### config.mk
export PLATFORM = sky130hd
export DESIGN_NAME = peripheral_pin_remap
export DESIGN_NICKNAME = d
export VERILOG_FILES = /design/src/hdl/ppr_pin_slice.v /design/src/hdl/peripheral_pin_remap.v
export VERILOG_INCLUDE_DIRS = /design/src /design/src/inc
export SDC_FILE = /design/constraint.sdc
export NUM_CORES = 1
export LEC_CHECK = 0
export ABC_AREA = 1
export BUFFER_PORTS_ARGS = -buffer_cell sky130_fd_sc_hd__buf_2
export CORE_MARGIN = 3
export CORE_UTILIZATION = 50
export DETAILED_ROUTE_END_ITERATION = 16
export GPL_TIMING_DRIVEN = 0
export PLACE_DENSITY_LB_ADDON = 0.15
export REMOVE_ABC_BUFFERS = 1
export SYNTH_ARGS = -nofsm -noshare
export SYNTH_HDL_FRONTEND = slang
export SYNTH_SLANG_ARGS = --single-unit
### constraint.sdc
create_clock -name clk -period 2 [get_ports clk]
set_input_delay 0.2 -clock clk [delete_from_list [all_inputs] [get_ports clk]]
set_output_delay 0.2 -clock clk [all_outputs]
set_load 0.02 [all_outputs]
### src/inc/ppr_defines.vh
// Register offsets, field positions, reset values and widths for the peripheral pin remap block.
`ifndef PPR_DEFINES_VH
`define PPR_DEFINES_VH
`define PPR_ADDR_W 4
`define PPR_OFS_SEL4 4'h0
`define PPR_OFS_SEL5 4'h1
`define PPR_OFS_DED_OUT_EN 4'h2
`define PPR_OFS_ANALOG_SEL 4'h3
`define PPR_OFS_LATCH 4'h4
`define PPR_OFS_PIN_LEVEL 4'h5
`define PPR_OFS_PIN_STATUS 4'h6
`define PPR_FUNC_W 6
`define PPR_FLD_LO_LSB 0
`define PPR_FLD_HI_LSB 8
`define PPR_SEL_RESET 6'h00
`define PPR_FUNC_NONE 6'h00
`define PPR_ANALOG_RESET 4'hF
`define PPR_CTRL_RESET 4'h0
`define PPR_NUM_PINS 4
`endif

### src/hdl/ppr_pin_slice.v
// One pin's output and input arbitration between dedicated, analog and remapped functions.
`include "ppr_defines.vh"

module ppr_pin_slice #(
  parameter NUM_FUNCS = 64
)
(
  input wire [5:0] func_sel,
  input wire [NUM_FUNCS-1:0] periph_out,
  input wire ded_en,
  input wire ded_out,
  input wire analog_en,
  input wire latch_val,
  input wire pin_in,
  output reg pin_out,
  output reg pin_oe,
  output wire pin_dig_in,
  output wire remap_active
)
;
  assign remap_active = (func_sel != `PPR_FUNC_NONE);

  // Exactly one source is chosen, so the pin never has two drivers.
  always @*
  begin
    pin_oe = 1'b1;
    if (ded_en)
    begin
      pin_out = ded_out;
    end
    else if (remap_active)
    begin
      pin_out = periph_out[func_sel];
    end
    else
    begin
      pin_out = latch_val;
    end
  end

  // Analog mode blocks every digital input path but leaves the driver alone.
  assign pin_dig_in = analog_en ? 1'b0 : pin_in;
endmodule

### src/hdl/peripheral_pin_remap.v
// Peripheral pin remap: output-select registers and per-pin routing for four remappable pins.
`include "ppr_defines.vh"

//Contract
// - One output function at most drives any pin at a time.
// - A remappable output function may be selected on several pins together.
// - An enabled dedicated output overrides any remappable output on its pin.
// - Remapped inputs still read a pin used by a dedicated digital function.
// - Analog enable on a pin disables all digital input paths from it.
// - With analog enabled, one digital output may still drive the pin.
// - Any number of remapped inputs may take the same pin simultaneously.
// - Each select register holds fields at bits 13:8 and 5:0.
// - Bits 15:14 and 7:6 ignore writes and read zero.
// - Pins 42,43 and 54,55 pair in registers, lower pin in low field.
// - Analog pins read zero through pin level and latch views.
// - Leftmost, highest-priority function wins; lower ones stay inactive. Under a dedicated output, remap_active still reads 1 for a selected remap.
module peripheral_pin_remap #(
  parameter NUM_FUNCS = 64,
  parameter NUM_PINS = 4
)
(
  input wire clk,
  input wire rst,
  input wire [3:0] reg_addr,
  input wire [15:0] reg_wdata,
  input wire reg_wr,
  input wire reg_rd,
  output reg [15:0] reg_rdata,
  input wire [NUM_FUNCS-1:0] periph_out,
  input wire [NUM_PINS-1:0] ded_out_en,
  input wire [NUM_PINS-1:0] ded_out,
  output wire [NUM_PINS-1:0] pin_out,
  output wire [NUM_PINS-1:0] pin_oe,
  input wire [NUM_PINS-1:0] pin_in,
  output wire [NUM_PINS-1:0] pin_dig_in,
  output wire [NUM_PINS-1:0] remap_active
)
;
  // Pin index 0..3 stands for remappable pins 42, 43, 54, 55.
  reg [5:0] sel_ff [0:NUM_PINS-1];
  reg [5:0] nxt_sel [0:NUM_PINS-1];
  reg [NUM_PINS-1:0] analog_ff;
  reg [NUM_PINS-1:0] latch_ff;
  reg [NUM_PINS-1:0] sw_ded_en_ff;
  reg [15:0] nxt_rdata;
  wire [NUM_PINS-1:0] ded_en;
  wire [NUM_PINS-1:0] pin_view;
  wire [NUM_PINS-1:0] latch_view;
  integer i;

  assign ded_en = ded_out_en | sw_ded_en_ff;

  always @*
  begin
    for (i = 0; i < NUM_PINS; i = i + 1)
    begin
      nxt_sel[i] = sel_ff[i];
    end
    if (reg_wr && reg_addr == `PPR_OFS_SEL4)
    begin
      nxt_sel[0] = reg_wdata[`PPR_FLD_LO_LSB +: 6];
      nxt_sel[1] = reg_wdata[`PPR_FLD_HI_LSB +: 6];
    end
    if (reg_wr && reg_addr == `PPR_OFS_SEL5)
    begin
      nxt_sel[2] = reg_wdata[`PPR_FLD_LO_LSB +: 6];
      nxt_sel[3] = reg_wdata[`PPR_FLD_HI_LSB +: 6];
    end
  end

  always @(posedge clk or posedge rst)
  begin
    if (rst)
    begin
      for (i = 0; i < NUM_PINS; i = i + 1)
      begin
        sel_ff[i] <= `PPR_SEL_RESET;
      end
      analog_ff <= `PPR_ANALOG_RESET;
      latch_ff <= `PPR_CTRL_RESET;
      sw_ded_en_ff <= `PPR_CTRL_RESET;
    end
    else
    begin
      for (i = 0; i < NUM_PINS; i = i + 1)
      begin
        sel_ff[i] <= nxt_sel[i];
      end
      if (reg_wr && reg_addr == `PPR_OFS_ANALOG_SEL)
      begin
        analog_ff <= reg_wdata[3:0];
      end
      if (reg_wr && reg_addr == `PPR_OFS_LATCH)
      begin
        latch_ff <= reg_wdata[3:0];
      end
      if (reg_wr && reg_addr == `PPR_OFS_DED_OUT_EN)
      begin
        sw_ded_en_ff <= reg_wdata[3:0];
      end
    end
  end

  genvar g;
  generate
    for (g = 0; g < NUM_PINS; g = g + 1)
    begin : gen_pin
      ppr_pin_slice #(
        .NUM_FUNCS(NUM_FUNCS)
      )
      u_slice
      (
        .func_sel(sel_ff[g]),
        .periph_out(periph_out),
        .ded_en(ded_en[g]),
        .ded_out(ded_out[g]),
        .analog_en(analog_ff[g]),
        .latch_val(latch_ff[g]),
        .pin_in(pin_in[g]),
        .pin_out(pin_out[g]),
        .pin_oe(pin_oe[g]),
        .pin_dig_in(pin_dig_in[g]),
        .remap_active(remap_active[g])
      );
    end
  endgenerate

  // Analog pins must not leak digital levels into software reads.
  assign pin_view = pin_in & ~analog_ff;
  assign latch_view = latch_ff & ~analog_ff;

  always @*
  begin
    nxt_rdata = 16'h0000;
    case (reg_addr)
      `PPR_OFS_SEL4: nxt_rdata = {2'b00, sel_ff[1], 2'b00, sel_ff[0]};
      `PPR_OFS_SEL5: nxt_rdata = {2'b00, sel_ff[3], 2'b00, sel_ff[2]};
      `PPR_OFS_DED_OUT_EN: nxt_rdata = {12'h000, sw_ded_en_ff};
      `PPR_OFS_ANALOG_SEL: nxt_rdata = {12'h000, analog_ff};
      `PPR_OFS_LATCH: nxt_rdata = {12'h000, latch_view};
      `PPR_OFS_PIN_LEVEL: nxt_rdata = {12'h000, pin_view};
      `PPR_OFS_PIN_STATUS: nxt_rdata = {8'h00, ded_en, remap_active};
      default: nxt_rdata = 16'h0000;
    endcase
  end

  // Read data stand only in the cycle after the read strobe.
  always @(posedge clk or posedge rst)
  begin
    if (rst)
    begin
      reg_rdata <= 16'h0000;
    end
    else if (reg_rd)
    begin
      reg_rdata <= nxt_rdata;
    end
    else
    begin
      reg_rdata <= 16'h0000;
    end
  end
endmodule

==> Word level (Yosys, flattened, before mapping) <==
Cells that the tools add are included.
{ "word_totals": {"reg_bits": 52, "inputBits": 100, "output_inout_bits": 32, "elab_cells": 54} }
{ "op_classes": {"order_cmp": 4, "n_eq_ne": 6, "n_mux": 22, "bitwise": 4, "reduce_logical": 10} }
{ "op_table": {"columns": ["cell", "n"], "rows": [
  ["$pmux 14 s7", 1],
  ["$lt 6x7->1 const B", 4],
  ["$bmux 1 s6", 4],
  ["$reduce_bool 6->1", 4],
  ["$mux 1", 16],
  ["$mux 16", 1],
  ["$eq 4x3->1 const B", 3],
  ["$and 4x4->4", 2],
  ["$eq 4x2->1 const B", 2],
  ["$logic_and 1x1->1", 5],
  ["$eq 4x1->1 const B", 1],
  ["$logic_not 4->1", 1],
  ["$not 4->4", 1],
  ["$or 4x4->4", 1]
]} }

==> Logic depth before layout (Yosys ltp) <==
Gate-level depths: netlist of run 1.
{ "logic_depth": {"ltp_word": 4, "ltp_mapped": 15, "depth_no_buf": 13} }

==> By module <==
Synthesis of run 1 repeated with hierarchy kept, for this count alone.
{ "unflattened": {"cells_unflattened": 1061, "area_unflattened_um2": 5808.1} }
{ "modules_own_cells": {"columns": ["mod", "instances", "cells_each", "area_each_um2", "seq_area_each_um2"], "rows": [
  ["ppr_pin_slice", 4, 198, 867.1, 0.0],
  ["peripheral_pin_remap", 1, 269, 2339.7, 1256.2]
]} }

==> Worst setup path after synthesis of run 1 <==
No wires, ideal clock.
{ "synth_path": {"path_type": "register to output", "from": "reg sel_ff[12] in the netlist's numbering", "to": "out pin_out[1]", "arrival_ns": 1.478, "required_ns": 1.800, "slack_ns": 0.322, "stages_incl_launch_ff": 14, "path_buffers": 3, "path_cell_list": "dfrtp_1 > buf_4 > buf_4 > o211ai_1 > nand3_1 > nand3_1 > nand2_1 > nand2_1 > nand2_1 > nand2_1 > nand2_1 > nand2_1 > nand2_1 > buf_4"} }
{ "synth_via": {"elab_chain_cells": 4, "word_cells_on_any_way": 5, "classes_between": "mux (4); reduce/logical (1)"} }
{ "synth_rtl": {"columns": ["item", "line_no", "source"], "rows": [
  ["start: declaration", "peripheral_pin_remap.v:40", "reg [5:0] sel_ff [0:NUM_PINS-1];"],
  ["start signal: indexed assignment", "peripheral_pin_remap.v:77", "sel_ff[i] <= `PPR_SEL_RESET;"],
  ["start signal: indexed assignment", "peripheral_pin_remap.v:87", "sel_ff[i] <= nxt_sel[i];"],
  ["$bmux 1 s6", "ppr_pin_slice.v:33", "pin_out = periph_out[func_sel];"],
  ["$mux 1 (implied by the code)", "ppr_pin_slice.v:33", null],
  ["$mux 1 *", "ppr_pin_slice.v:31", "else if (remap_active)"],
  ["$mux 1 *", "ppr_pin_slice.v:27", "if (ded_en)"],
  ["end: declaration", "peripheral_pin_remap.v:32", "output wire [NUM_PINS-1:0] pin_out,"]
]} }
Mark *: on every way between the ends. The rest lies on a longest branch, timed or not. The select of a mux whose other input is x is not followed.

==> Final worst setup path of run 1 <==
{ "layout_path": {"from": "reg sel_ff[6] in the netlist's numbering", "to": "out pin_out[2]"} }
Same word-level chain as after synthesis.

==> summary.txt, run 1 <==
Final layout
  – Share of layout cells above drive strength 1: 25.4%
  – Post-layout util: 66.5%
  – Storage cell area: 1290 µm²
  – Post-layout net count: 1103
  – Fill count: 913
  – P&R area growth vs syn: 27.4%
  – Final Cell Area: 6590 µm²
  – Antenna Cells: 0
  – Multi-input combinational cell area: 3240 µm²

Pwr
  – VDD IR max: 0.723 mV
  – Pwr dens: 867 nW/µm²
  – Leak pwr: 0.00329 µW

Timing
  – Hold WS: 0.124 ns
  – RSZ-0062 raised after global routing: yes
  – Final Skew: 0.0148 ns
  – Tmin final: 2.37 ns
  – Period utilisation layout: 118%
  – Slew of the pin with the lowest slew margin: 0.524 ns
  – Slew Limit Fails: 0
  – F_max: 422 MHz
  – Final Hold Fails: 0
  – Finish-stage setup viols: 6
  – Max_slew headroom: 65.1%
  – Worst Setup Slack, final: -0.369 ns

Clock network
  – Worst skew pair latency: 0.31 ns
  – TritonCTS clock tree: built
  – Clk slew on worst S/H paths: 0.10 ns
  – Clock Tree Buf Depth: 2
  – H-Tree Depth: 2
  – Cts bufs inserted: 5
  – Clk sink count: 50
  – Clk root buf: clkbuf_8

Global route
  – GRT Total Usage: 34.7%
  – Number of global-route vias before repair: 5943
  – First-pass GRT wire length: 31.3 mm
  – Antenna violations before repair: 0
  – Pin count of the biggest net entering global routing: 42
  – Grt total ovfl: 0

Drt
  – Routed vias: 6704
  – Final ANT Viol Nets: 0
  – DRC: 0
  – WL final: 20.9 mm
  – Wire per inst: 18.4 µm
  – Drt initial violations: 1165
  – Drt via density: 5.90
  – Pre-Repair DR Iteration Count: 6

Setup path
  – Critical path peak fanout: 7
  – Critical path class: reg2out
  – Startpoint Class: flip-flop
  – Crit path arrival time: 2.17 ns
  – FF-to-FF setup slack: 0.21 ns
  – Element type at the critical path end: output port
  – CP required: 1.80 ns

Synthesis
  – Cell variety after synth: 31
  – Post-synth EDFFs: 0
  – Seq/Total Area, Yosys: 24.3%
  – Yosys reg bits: 50
  – Synth Instances: 890
  – Mapped Area: 5170 µm²
  – Synth top area share: 22.3%
  – Top cells by count, synth: 287 x nand2_1, 118 x nand3_1, 100 x inv_1
  – Async SR Flop Fraction: 100%
  – Ys flop type: dfrtp_1
  – Top cells by area, synth: dfrtp_1 22%, nand2_1 21%, nand3_1 11%, inv_1 7.3%, o211ai_1 7.1%
  – Yosys warns: 0
  – Top-count cell post-synth: nand2_1
  – Largest area contributor in the netlist: dfrtp_1
  – Syn Area/Cell: 5.81 µm²

Placement
  – DPL Wire Length: 12.7 mm
  – Placed inst area: 5550 µm²
  – Gpl congestion: 1.03
  – IO buf count: 121

Outcome
  – Status: finished, violations left
  – Failing checks: setup timing

Floorplanning
  – Initial core utilization: 52.1%
  – Die Width: 108 µm
  – Top Ports: 132
  – Core ar.: 9910 µm²
  – FP Rows: 36
  – Die height: 108 µm
  – Full die area: 11600 µm²

Hold path
  – Hold/Removal Path Class: in2reg

Run
  – # Max-Cap Violations: 0
## stage by stage
| step | cells | TNS [ns] | power, µW | setup WS (ns) |
|---|---|---|---|---|
| after floorplan | 823 | -1.35 | 3000 | -0.424 |
| after global placement | 1077 | -8.31 | 3840 | -1.43 |
| after detailed placement | 1078 | -5.09 | 3860 | -1.07 |
| after CTS | 1128 | -1.42 | 5330 | -0.373 |
| after global routing | 1137 | -1.84 | 6020 | -0.446 |
| final | 1137 | -1.58 | 5710 | -0.369 |
## flip-flops by register name, summed over array words and instances (netlist names)
signal and cells:
analog_ff 4, latch_ff 4, reg_rdata 14, sel_ff 24, sw_ded_en_ff 4
## kinds of logic (layout without fill, tap and decap cells)
family	after synthesis	after routing	synth area share, %
compound gates	181	181	20.5
buf+inv	180	290	16.2
flops	50	50	24.3
other cells	2	6	0.145
simple gates	477	477	38.8
## per-layer routing
layer  vias to the layer above  wire (µm)  GRT usage [%]
li1                       3115          -              -
met1                      2941       7990           48.6
met2                       535       8680           49.9
met3                       113       3180           9.90
met4                         0       1090           14.5
met5                         -          0              0
## area by class of cell
cell class              instances  share of cell area (%)
clock buffers                   6                    1.25
clock inverters                 2                   0.589
inverters                     109                    6.88
multi-input cells             664                    49.2
flip-flops and latches         50                    19.6
well taps                     133                    2.53
repair buffers                173                    20.0
## path summary, 6_finish.rpt
check | start | to | cells after the start
worst max-delay path | sel_ff[6] | pin_out[2] | 11
worst min-delay path | reg_wdata[8] | sel_ff[0] | 3
worst max register to register | sel_ff[9] | reg_rdata[2] | 5
worst min register to register | sel_ff[11] | sel_ff[11] | 2
max in group asynchronous | rst | analog_ff[3] | 4
min in group asynchronous | rst | sel_ff[0] | 3
## layout by cell type (no fill, tap or decap), types with 15 or more instances in the layout
master and n:
nand3_2 15, a21oi_1 37, o211ai_1 49, buf_2 115, nand3_1 103, dfrtp_1 34, inv_1 93, nand2_1 286
buf_4 27, o21ai_1 27, nor2_1 44, o21ai_0 47
## repair_timing
action | CTS | global route
pin swaps | 20 | 35
setup endpoints to repair | 10 | 6
gates resized for setup | 68 | 49
setup buffers | 38 | 8
gates cloned | 3 | 1
hold endpoints to repair | 8 | 0
hold buffers | 1 | 0
## worst max-delay path, stage by stage (launching register included)
cell	delay [ns]
dfrtp_4	0.55
buf_12	0.17
buf_16	0.14
o211ai_1	0.16
nand2_1	0.12
a21oi_2	0.16
nand3_2	0.11
nand3_2	0.09
nand3_2	0.09
nand2_1	0.07
nand2_1	0.06
buf_6	0.13
## power by group
part | switching, µW | internal (µW)
registers | 342 | 1200
clock network | 339 | 411
logic | 2050 | 1360
total | 2730 | 2980
No activity file was read; power rests on OpenSTA's default activity.
==> run 2, diff against run 1 <==
--- a/config.mk
+++ b/config.mk
@@ -9,9 +9,10 @@
 export ABC_AREA = 1
 export BUFFER_PORTS_ARGS = -buffer_cell sky130_fd_sc_hd__buf_2
 export CORE_MARGIN = 3
-export CORE_UTILIZATION = 50
+export CORE_UTILIZATION = 33
 export DETAILED_ROUTE_END_ITERATION = 16
 export GPL_TIMING_DRIVEN = 0
+export MAX_ROUTING_LAYER = met4
 export PLACE_DENSITY_LB_ADDON = 0.15
 export REMOVE_ABC_BUFFERS = 1
 export SYNTH_ARGS = -nofsm -noshare
==> summary.txt, run 2 (same netlist as run 1, synthesis figures left out) <==
Outcome
  – Status: finished, violations left
  – Failing checks: setup timing

Placement
  – Gpl congestion: 0.935 (-9.5%)
  – DPL Wire Length: 14.7 mm (+16%)
  – IO buf count: 121 (unchanged)
  – Placed inst area: 5670 µm² (+2.1%)

Timing
  – RSZ-0062 raised after global routing: yes
  – Tmin final: 2.38 ns (+0.00790 ns)
  – Final Skew: 0.0122 ns (-0.00261 ns)
  – Period utilisation layout: 119% (+0.40 points)
  – Worst Setup Slack, final: -0.377 ns (-0.00790 ns)
  – Slew Limit Fails: 0 (unchanged)
  – Slew of the pin with the lowest slew margin: 0.516 ns (-0.00737 ns)
  – F_max: 421 MHz (-0.33%)
  – Final Hold Fails: 0 (unchanged)
  – Finish-stage setup viols: 4 (-2)
  – TNS Setup: -1.37 ns (+0.210 ns)
  – Max_slew headroom: 65.5% (+0.44 points)

Drt
  – Drt initial violations: 866 (-26%)
  – Routed vias: 6825 (+1.8%)
  – Drt via density: 5.54 (-6.0%)
  – Final ANT Viol Nets: 0 (unchanged)
  – DRC: 0 (unchanged)
  – Pre-Repair DR Iteration Count: 5 (-1)
  – WL final: 25.0 mm (+20%)
  – Wire per inst: 20.3 µm (+10%)

Pwr
  – Pwr dens: 908 nW/µm² (+4.7%)
  – Clock Power Share: 15.8% (+2.7 points)
  – Net switching share of the total power: 47.6% (-0.19 points)
  – Sequential Power Share: 23.9% (-3.2 points)
  – VDD IR max: 0.448 mV (-38%)
  – Comb power frac: 60.3% (+0.5 points)
  – NetSw: 3090 µW (+13%)
  – Internal power: 3400 µW (+14%)
  – Leak pwr: 0.00350 µW (+6.2%)

Final layout
  – Most frequent cells in the layout: 265 x nand2_1, 117 x buf_2, 94 x inv_1
  – P&R area growth vs syn: 38.5%
  – Final Cell Area: 7150 µm² (+8.6%)
  – Number of flip-flops in the largest register: 24 (unchanged)
  – Post-layout net count: 1119 (+1.5%)
  – Commonest non-fill, non-tap cell in the layout: nand2_1
  – Share of layout cells above drive strength 1: 31.0% (+5.6 points)
  – Largest regs: sel_ff x24, reg_rdata x14
  – Largest Register: sel_ff

Clock network
  – Clk root buf: clkbuf_16
  – Clk sink count: 50 (unchanged)
  – H-Tree Depth: 2 (unchanged)
  – Clk slew on worst S/H paths: 0.08 ns (-0.02 ns)
  – Worst skew pair latency: 0.30 ns (about the same)
  – Cts bufs inserted: 5 (unchanged)
  – Clock Tree Buf Depth: 2 (unchanged)
  – TritonCTS clock tree: built

Setup path
  – FF-to-FF setup slack: 0.33 ns (+0.12 ns)
  – CP required: 1.80 ns (about the same)
  – Element type at the critical path end: output port
  – Critical path class: reg2out
  – Crit path arrival time: 2.18 ns (about the same)
  – Critical path peak fanout: 14 (+7)
  – Startpoint Class: flip-flop

Global route
  – Number of global-route vias before repair: 6249 (+5.1%)
  – Grt total ovfl: 0 (unchanged)
  – First-pass GRT wire length: 36.5 mm (+16%)
  – Antenna violations before repair: 1 (+1)
  – Pin count of the biggest net entering global routing: 30 (-29%)
  – GRT Total Usage: 27.8% (-6.9 points)

Floorplanning
  – Die height: 131 µm (+22%)
  – Full die area: 17200 µm² (+48%)
  – Die Width: 131 µm (+22%)
  – Core ar.: 15300 µm² (+54%)
  – FP Rows: 45 (+25%)
  – Initial core utilization: 33.9% (-18 points)
  – Top Ports: 132 (unchanged)

Hold path
  – Hold/Removal Path Class: in2reg

Run
  – # Max-Cap Violations: 0 (unchanged)
run 2: metrics by stage:
stage / hold WS (ns) / setup WS, ns / instances / util, % / total power, µW
2_1_floorplan: 0.304 / -0.424 / 823 / - / 3000
3_3_place_gp: 0.426 / -1.61 / 1155 / 36.9 / 3980
3_5_place_dp: 0.254 / -1.27 / 1157 / 37.1 / 4000
4_1_cts: 0.121 / -0.317 / 1214 / 42.9 / 5800
5_1_grt: 0.144 / -0.481 / 1232 / 46.9 / 6810
6_report: 0.125 / -0.377 / 1232 / 46.9 / 6490
run 2: layout make-up:
type / count / area, µm²
Fill cell: 1647 / 8100
Multi-Input combinational cell: 664 / 3410
Timing Repair Buffer: 187 / 1530
Sequential cell: 50 / 1290
Inverter: 109 / 459
Tap cell: 211 / 264
Clock buffer: 6 / 139
Clock inverter: 2 / 38.8
Timing Repair inverter: 2 / 20.0
Antenna cell: 1 / 2.50
run 2: path summary, 6_finish.rpt:
check	start	endpoint	depth (start not counted)
max	sel_ff[6]	pin_out[2]	11
min	reg_rd	reg_rdata[5]	3
max reg2reg	sel_ff[12]	reg_rdata[1]	5
min reg2reg	analog_ff[0]	analog_ff[0]	2
max in group asynchronous	rst	analog_ff[3]	4
min in group asynchronous	rst	sel_ff[6]	3
run 2: what timing repair did:
item | 4_1_cts | 5_1_grt
setup endpoints to repair | 10 | 7
resized for setup | 70 | 95
pin swaps | 15 | 54
setup buffers | 44 | 7
gates cloned | 4 | 10
endpoints found under the hold margin | 19 | 0
hold buffers | 1 | 0
run 2: worst max-delay path, stage by stage (launching register included):
cell,delay [ns]
dfrtp_4,0.50
buf_8,0.16
buf_6,0.16
o211ai_1,0.28
a21oi_1,0.13
nor2_1,0.10
nand2_1,0.06
nand3_1,0.09
nand3_2,0.09
nand2_1,0.08
nand2_1,0.06
buf_6,0.13
run 2: power by group through the flow:
stage	clock network, µW	logic [µW]	registers (µW)
final	1030	3910	1550
after global routing	1080	4160	1560
after CTS	1030	3220	1550
after detailed placement	0	2210	1790
after global placement	0	2150	1830
after floorplan	0	1450	1550
run 2: routing by layer:
layer  wire length (µm)  vias to the layer above  GRT usage [%]
met5                  0                        -              -
met4               1170                        0           9.28
met1              10200                     3143           37.2
met3               2710                       92           5.78
li1                   -                     3165              -
met2              10900                      425           42.1
==> run 3, diff against run 2 <==
--- a/config.mk
+++ b/config.mk
@@ -17,4 +17,5 @@
 export REMOVE_ABC_BUFFERS = 1
 export SYNTH_ARGS = -nofsm -noshare
 export SYNTH_HDL_FRONTEND = slang
+export SYNTH_HIERARCHICAL = 1
 export SYNTH_SLANG_ARGS = --single-unit
==> summary.txt, run 3 <==
Outcome
  – Status: finished, violations left
  – Failing checks: setup timing

Setup path
  – Critical path class: reg2out
  – Critical path peak fanout: 8 (-6)
  – Startpoint Class: flip-flop
  – CP required: 1.80 ns (about the same)
  – Crit path arrival time: 2.15 ns (-0.03 ns)
  – Element type at the critical path end: output port

Synthesis
  – Seq/Total Area, Yosys: 21.6% (-2.7 points)
  – Synth top area share: 27.9% (+5.6 points)
  – Yosys warns: 6 (+6)
  – Ys flop type: dfrtp_1
  – Syn Area/Cell: 5.47 µm² (-5.7%)
  – Post-synth EDFFs: 0 (unchanged)
  – Top cells by count, synth: 432 x nand2_1, 165 x nand3_1, 147 x inv_1
  – Mapped Area: 5810 µm² (+12%)
  – Synth Instances: 1061 (+19%)
  – Largest area contributor in the netlist: nand2_1
  – Top-count cell post-synth: nand2_1
  – Async SR Flop Fraction: 100% (unchanged)
  – Yosys reg bits: 50 (unchanged)
  – Cell variety after synth: 28 (-9.7%)
  – Top cells by area, synth: nand2_1 28%, dfrtp_1 20%, nand3_1 14%, inv_1 9.5%, nor2_1 6.3%

Clock network
  – Cts bufs inserted: 5 (unchanged)
  – Clk root buf: clkbuf_16
  – Clock Tree Buf Depth: 2 (unchanged)
  – Clk slew on worst S/H paths: 0.07 ns (about the same)
  – Clk sink count: 50 (unchanged)
  – Worst skew pair latency: 0.29 ns (about the same)
  – TritonCTS clock tree: built
  – H-Tree Depth: 2 (unchanged)

Drt
  – Pre-Repair DR Iteration Count: 5 (unchanged)
  – DRC: 0 (unchanged)
  – WL final: 25.7 mm (+2.6%)
  – Drt initial violations: 916 (+5.8%)
  – Routed vias: 7235 (+6.0%)
  – Final ANT Viol Nets: 0 (unchanged)
  – Wire per inst: 18.3 µm (-9.9%)
  – Drt via density: 5.16 (-6.8%)

Global route
  – GRT Total Usage: 25.9% (-1.9 points)
  – Number of global-route vias before repair: 6739 (+7.8%)
  – Antenna violations before repair: 1 (unchanged)
  – Pin count of the biggest net entering global routing: 34 (+13%)
  – Grt total ovfl: 0 (unchanged)
  – First-pass GRT wire length: 38.2 mm (+4.8%)

Timing
  – Final Skew: 0.0107 ns (-0.00150 ns)
  – Max_slew headroom: 41.5% (-24 points)
  – Finish-stage setup viols: 4 (unchanged)
  – Slew Limit Fails: 0 (unchanged)
  – Hold WS: 0.140 ns (+0.0141 ns)
  – Worst Setup Slack, final: -0.353 ns (+0.0239 ns)
  – F_max: 425 MHz (+1.0%)
  – Final Hold Fails: 0 (unchanged)
  – Tmin final: 2.35 ns (-0.0239 ns)
  – Slew of the pin with the lowest slew margin: 0.874 ns (+0.357 ns)
  – Period utilisation layout: 118% (-1.2 points)
  – RSZ-0062 raised after global routing: yes

Pwr
  – VDD IR max: 0.455 mV (+1.6%)
  – Design Power: 6300 µW (-2.9%)
  – Comb power frac: 58.1% (-2.2 points)
  – Internal power: 3180 µW (-6.4%)
  – Clock Power Share: 15.4% (-0.4 points)
  – NetSw: 3120 µW (+0.84%)
  – Sequential Power Share: 26.4% (+2.5 points)
  – Leak pwr: 0.00415 µW (+19%)
  – Net switching share of the total power: 49.5% (+1.9 points)
  – Pwr dens: 845 nW/µm² (-6.8%)

Floorplanning
  – Core ar.: 16900 µm² (+11%)
  – Full die area: 19200 µm² (+12%)
  – Die Width: 139 µm (+5.7%)
  – FP Rows: 47 (+4.4%)
  – Die height: 139 µm (+5.7%)
  – Top Ports: 132 (unchanged)
  – Initial core utilization: 34.4% (+0.55 points)

Final layout
  – P&R area growth vs syn: 28.3%
  – Largest regs: sel_ff x24, reg_rdata x14
  – Number of flip-flops in the largest register: 24 (unchanged)
  – Most frequent cells in the layout: 417 x nand2_1, 144 x inv_1, 137 x nand3_1
  – Share of layout cells above drive strength 1: 25.1% (-5.8 points)
  – Commonest non-fill, non-tap cell in the layout: nand2_1
  – Post-layout net count: 1280 (+14%)
  – Largest Register: sel_ff
  – Non-filler cells, final: 1402 (+14%)

Placement
  – Gpl congestion: 0.874 (-6.5%)
  – Placed insts: 1352 (+17%)
  – IO buf count: 121 (unchanged)
  – DPL Wire Length: 15.8 mm (+7.6%)

Hold path
  – Hold/Removal Path Class: in2reg

Run
  – # Max-Cap Violations: 0 (unchanged)
==> run 3: kinds of logic (layout without fill, tap and decap cells) <==
logic type             Yosys count  in the layout  synth area share, %
other                            5              7                0.323
AOI/OAI and AO/OA               80             80                 7.93
and+or+nand+nor                715            715                 51.2
DFF                             50             50                 21.6
buffers and inverters          211            330                 19.0
==> run 3: layer usage <==
metal / share of wire [%] / up-vias / track usage [%]
met5: 0 / - / -
met4: 2.4 / 0 / 6.54
met3: 9.7 / 58 / 4.31
met2: 45 / 415 / 40.9
met1: 43 / 3275 / 34.8
li1: - / 3487 / -
==> run 3: repair_timing <==
action | CTS | global route
cloned | 5 | 4
endpoints found under the setup margin | 12 | 5
hold buffers | 1 | 0
hold endpoints to repair | 15 | 0
gates resized for setup | 90 | 59
pin swaps | 19 | 51
buffers inserted | 26 | 5
==> run 3: final timing paths <==
| path | startpoint | endpoint | slack, ns | depth (start not counted) |
|---|---|---|---|---|
| min reg2reg | analog_ff[1] | analog_ff[1] | 0.53 | 2 |
| min in group asynchronous | rst | sel_ff[1] | 0.44 | 3 |
| min | reg_wdata[3] | sw_ded_en_ff[3] | 0.14 | 3 |
| max | sel_ff[0] | pin_out[3] | -0.35 | 13 |
| max in group asynchronous | rst | analog_ff[3] | 0.99 | 4 |
| max reg2reg | sel_ff[0] | reg_rdata[3] | 0.17 | 7 |
==> run 3: power by group through the flow <==
stage          clock network (µW)  logic [µW]  registers, µW
3_5_place_dp                    0        2460           1760
3_3_place_gp                    0        2360           1800
2_1_floorplan                   0        1580           1530
6_report                      972        3660           1670
5_1_grt                      1040        3950           1670
4_1_cts                       987        3280           1640
==> run 3: through the flow <==
| stage | util (%) | TNS [ns] | worst slack [ns] | area [µm²] |
|---|---|---|---|---|
| floorplan | - | -0.214 | -0.0537 | 5320 |
| global placement | 36.7 | -11.52 | -1.20 | 6200 |
| detailed placement | 37.2 | -3.67 | -0.819 | 6270 |
| CTS | 42.0 | -1.01 | -0.277 | 7090 |
| global route | 44.2 | -1.47 | -0.419 | 7450 |
| finish | 44.2 | -1.16 | -0.353 | 7450 |
==> run 3: final cells by class <==
cell class | instances | area (µm²)
inverter | 157 | 693
tap | 220 | 275
multi-input combinational | 801 | 3740
clock inverter | 3 | 43.8
sequential | 50 | 1290
antenna | 1 | 2.50
clock buffer | 5 | 125
timing repair inverter | 4 | 47.5
fill | 1829 | 9420
timing repair buffer | 161 | 1230
==> run 3: critical path, cell delays in order (launching register included) <==
cell	delay [ns]
dfrtp_4	0.65
clkbuf_16	0.25
nand2_4	0.04
nand3_2	0.04
nand2_1	0.06
nand2_1	0.07
nand2_1	0.07
nor2_2	0.16
nand2_2	0.07
nand3_2	0.07
nand3_2	0.09
nand2_2	0.08
nand2_2	0.05
buf_6	0.12
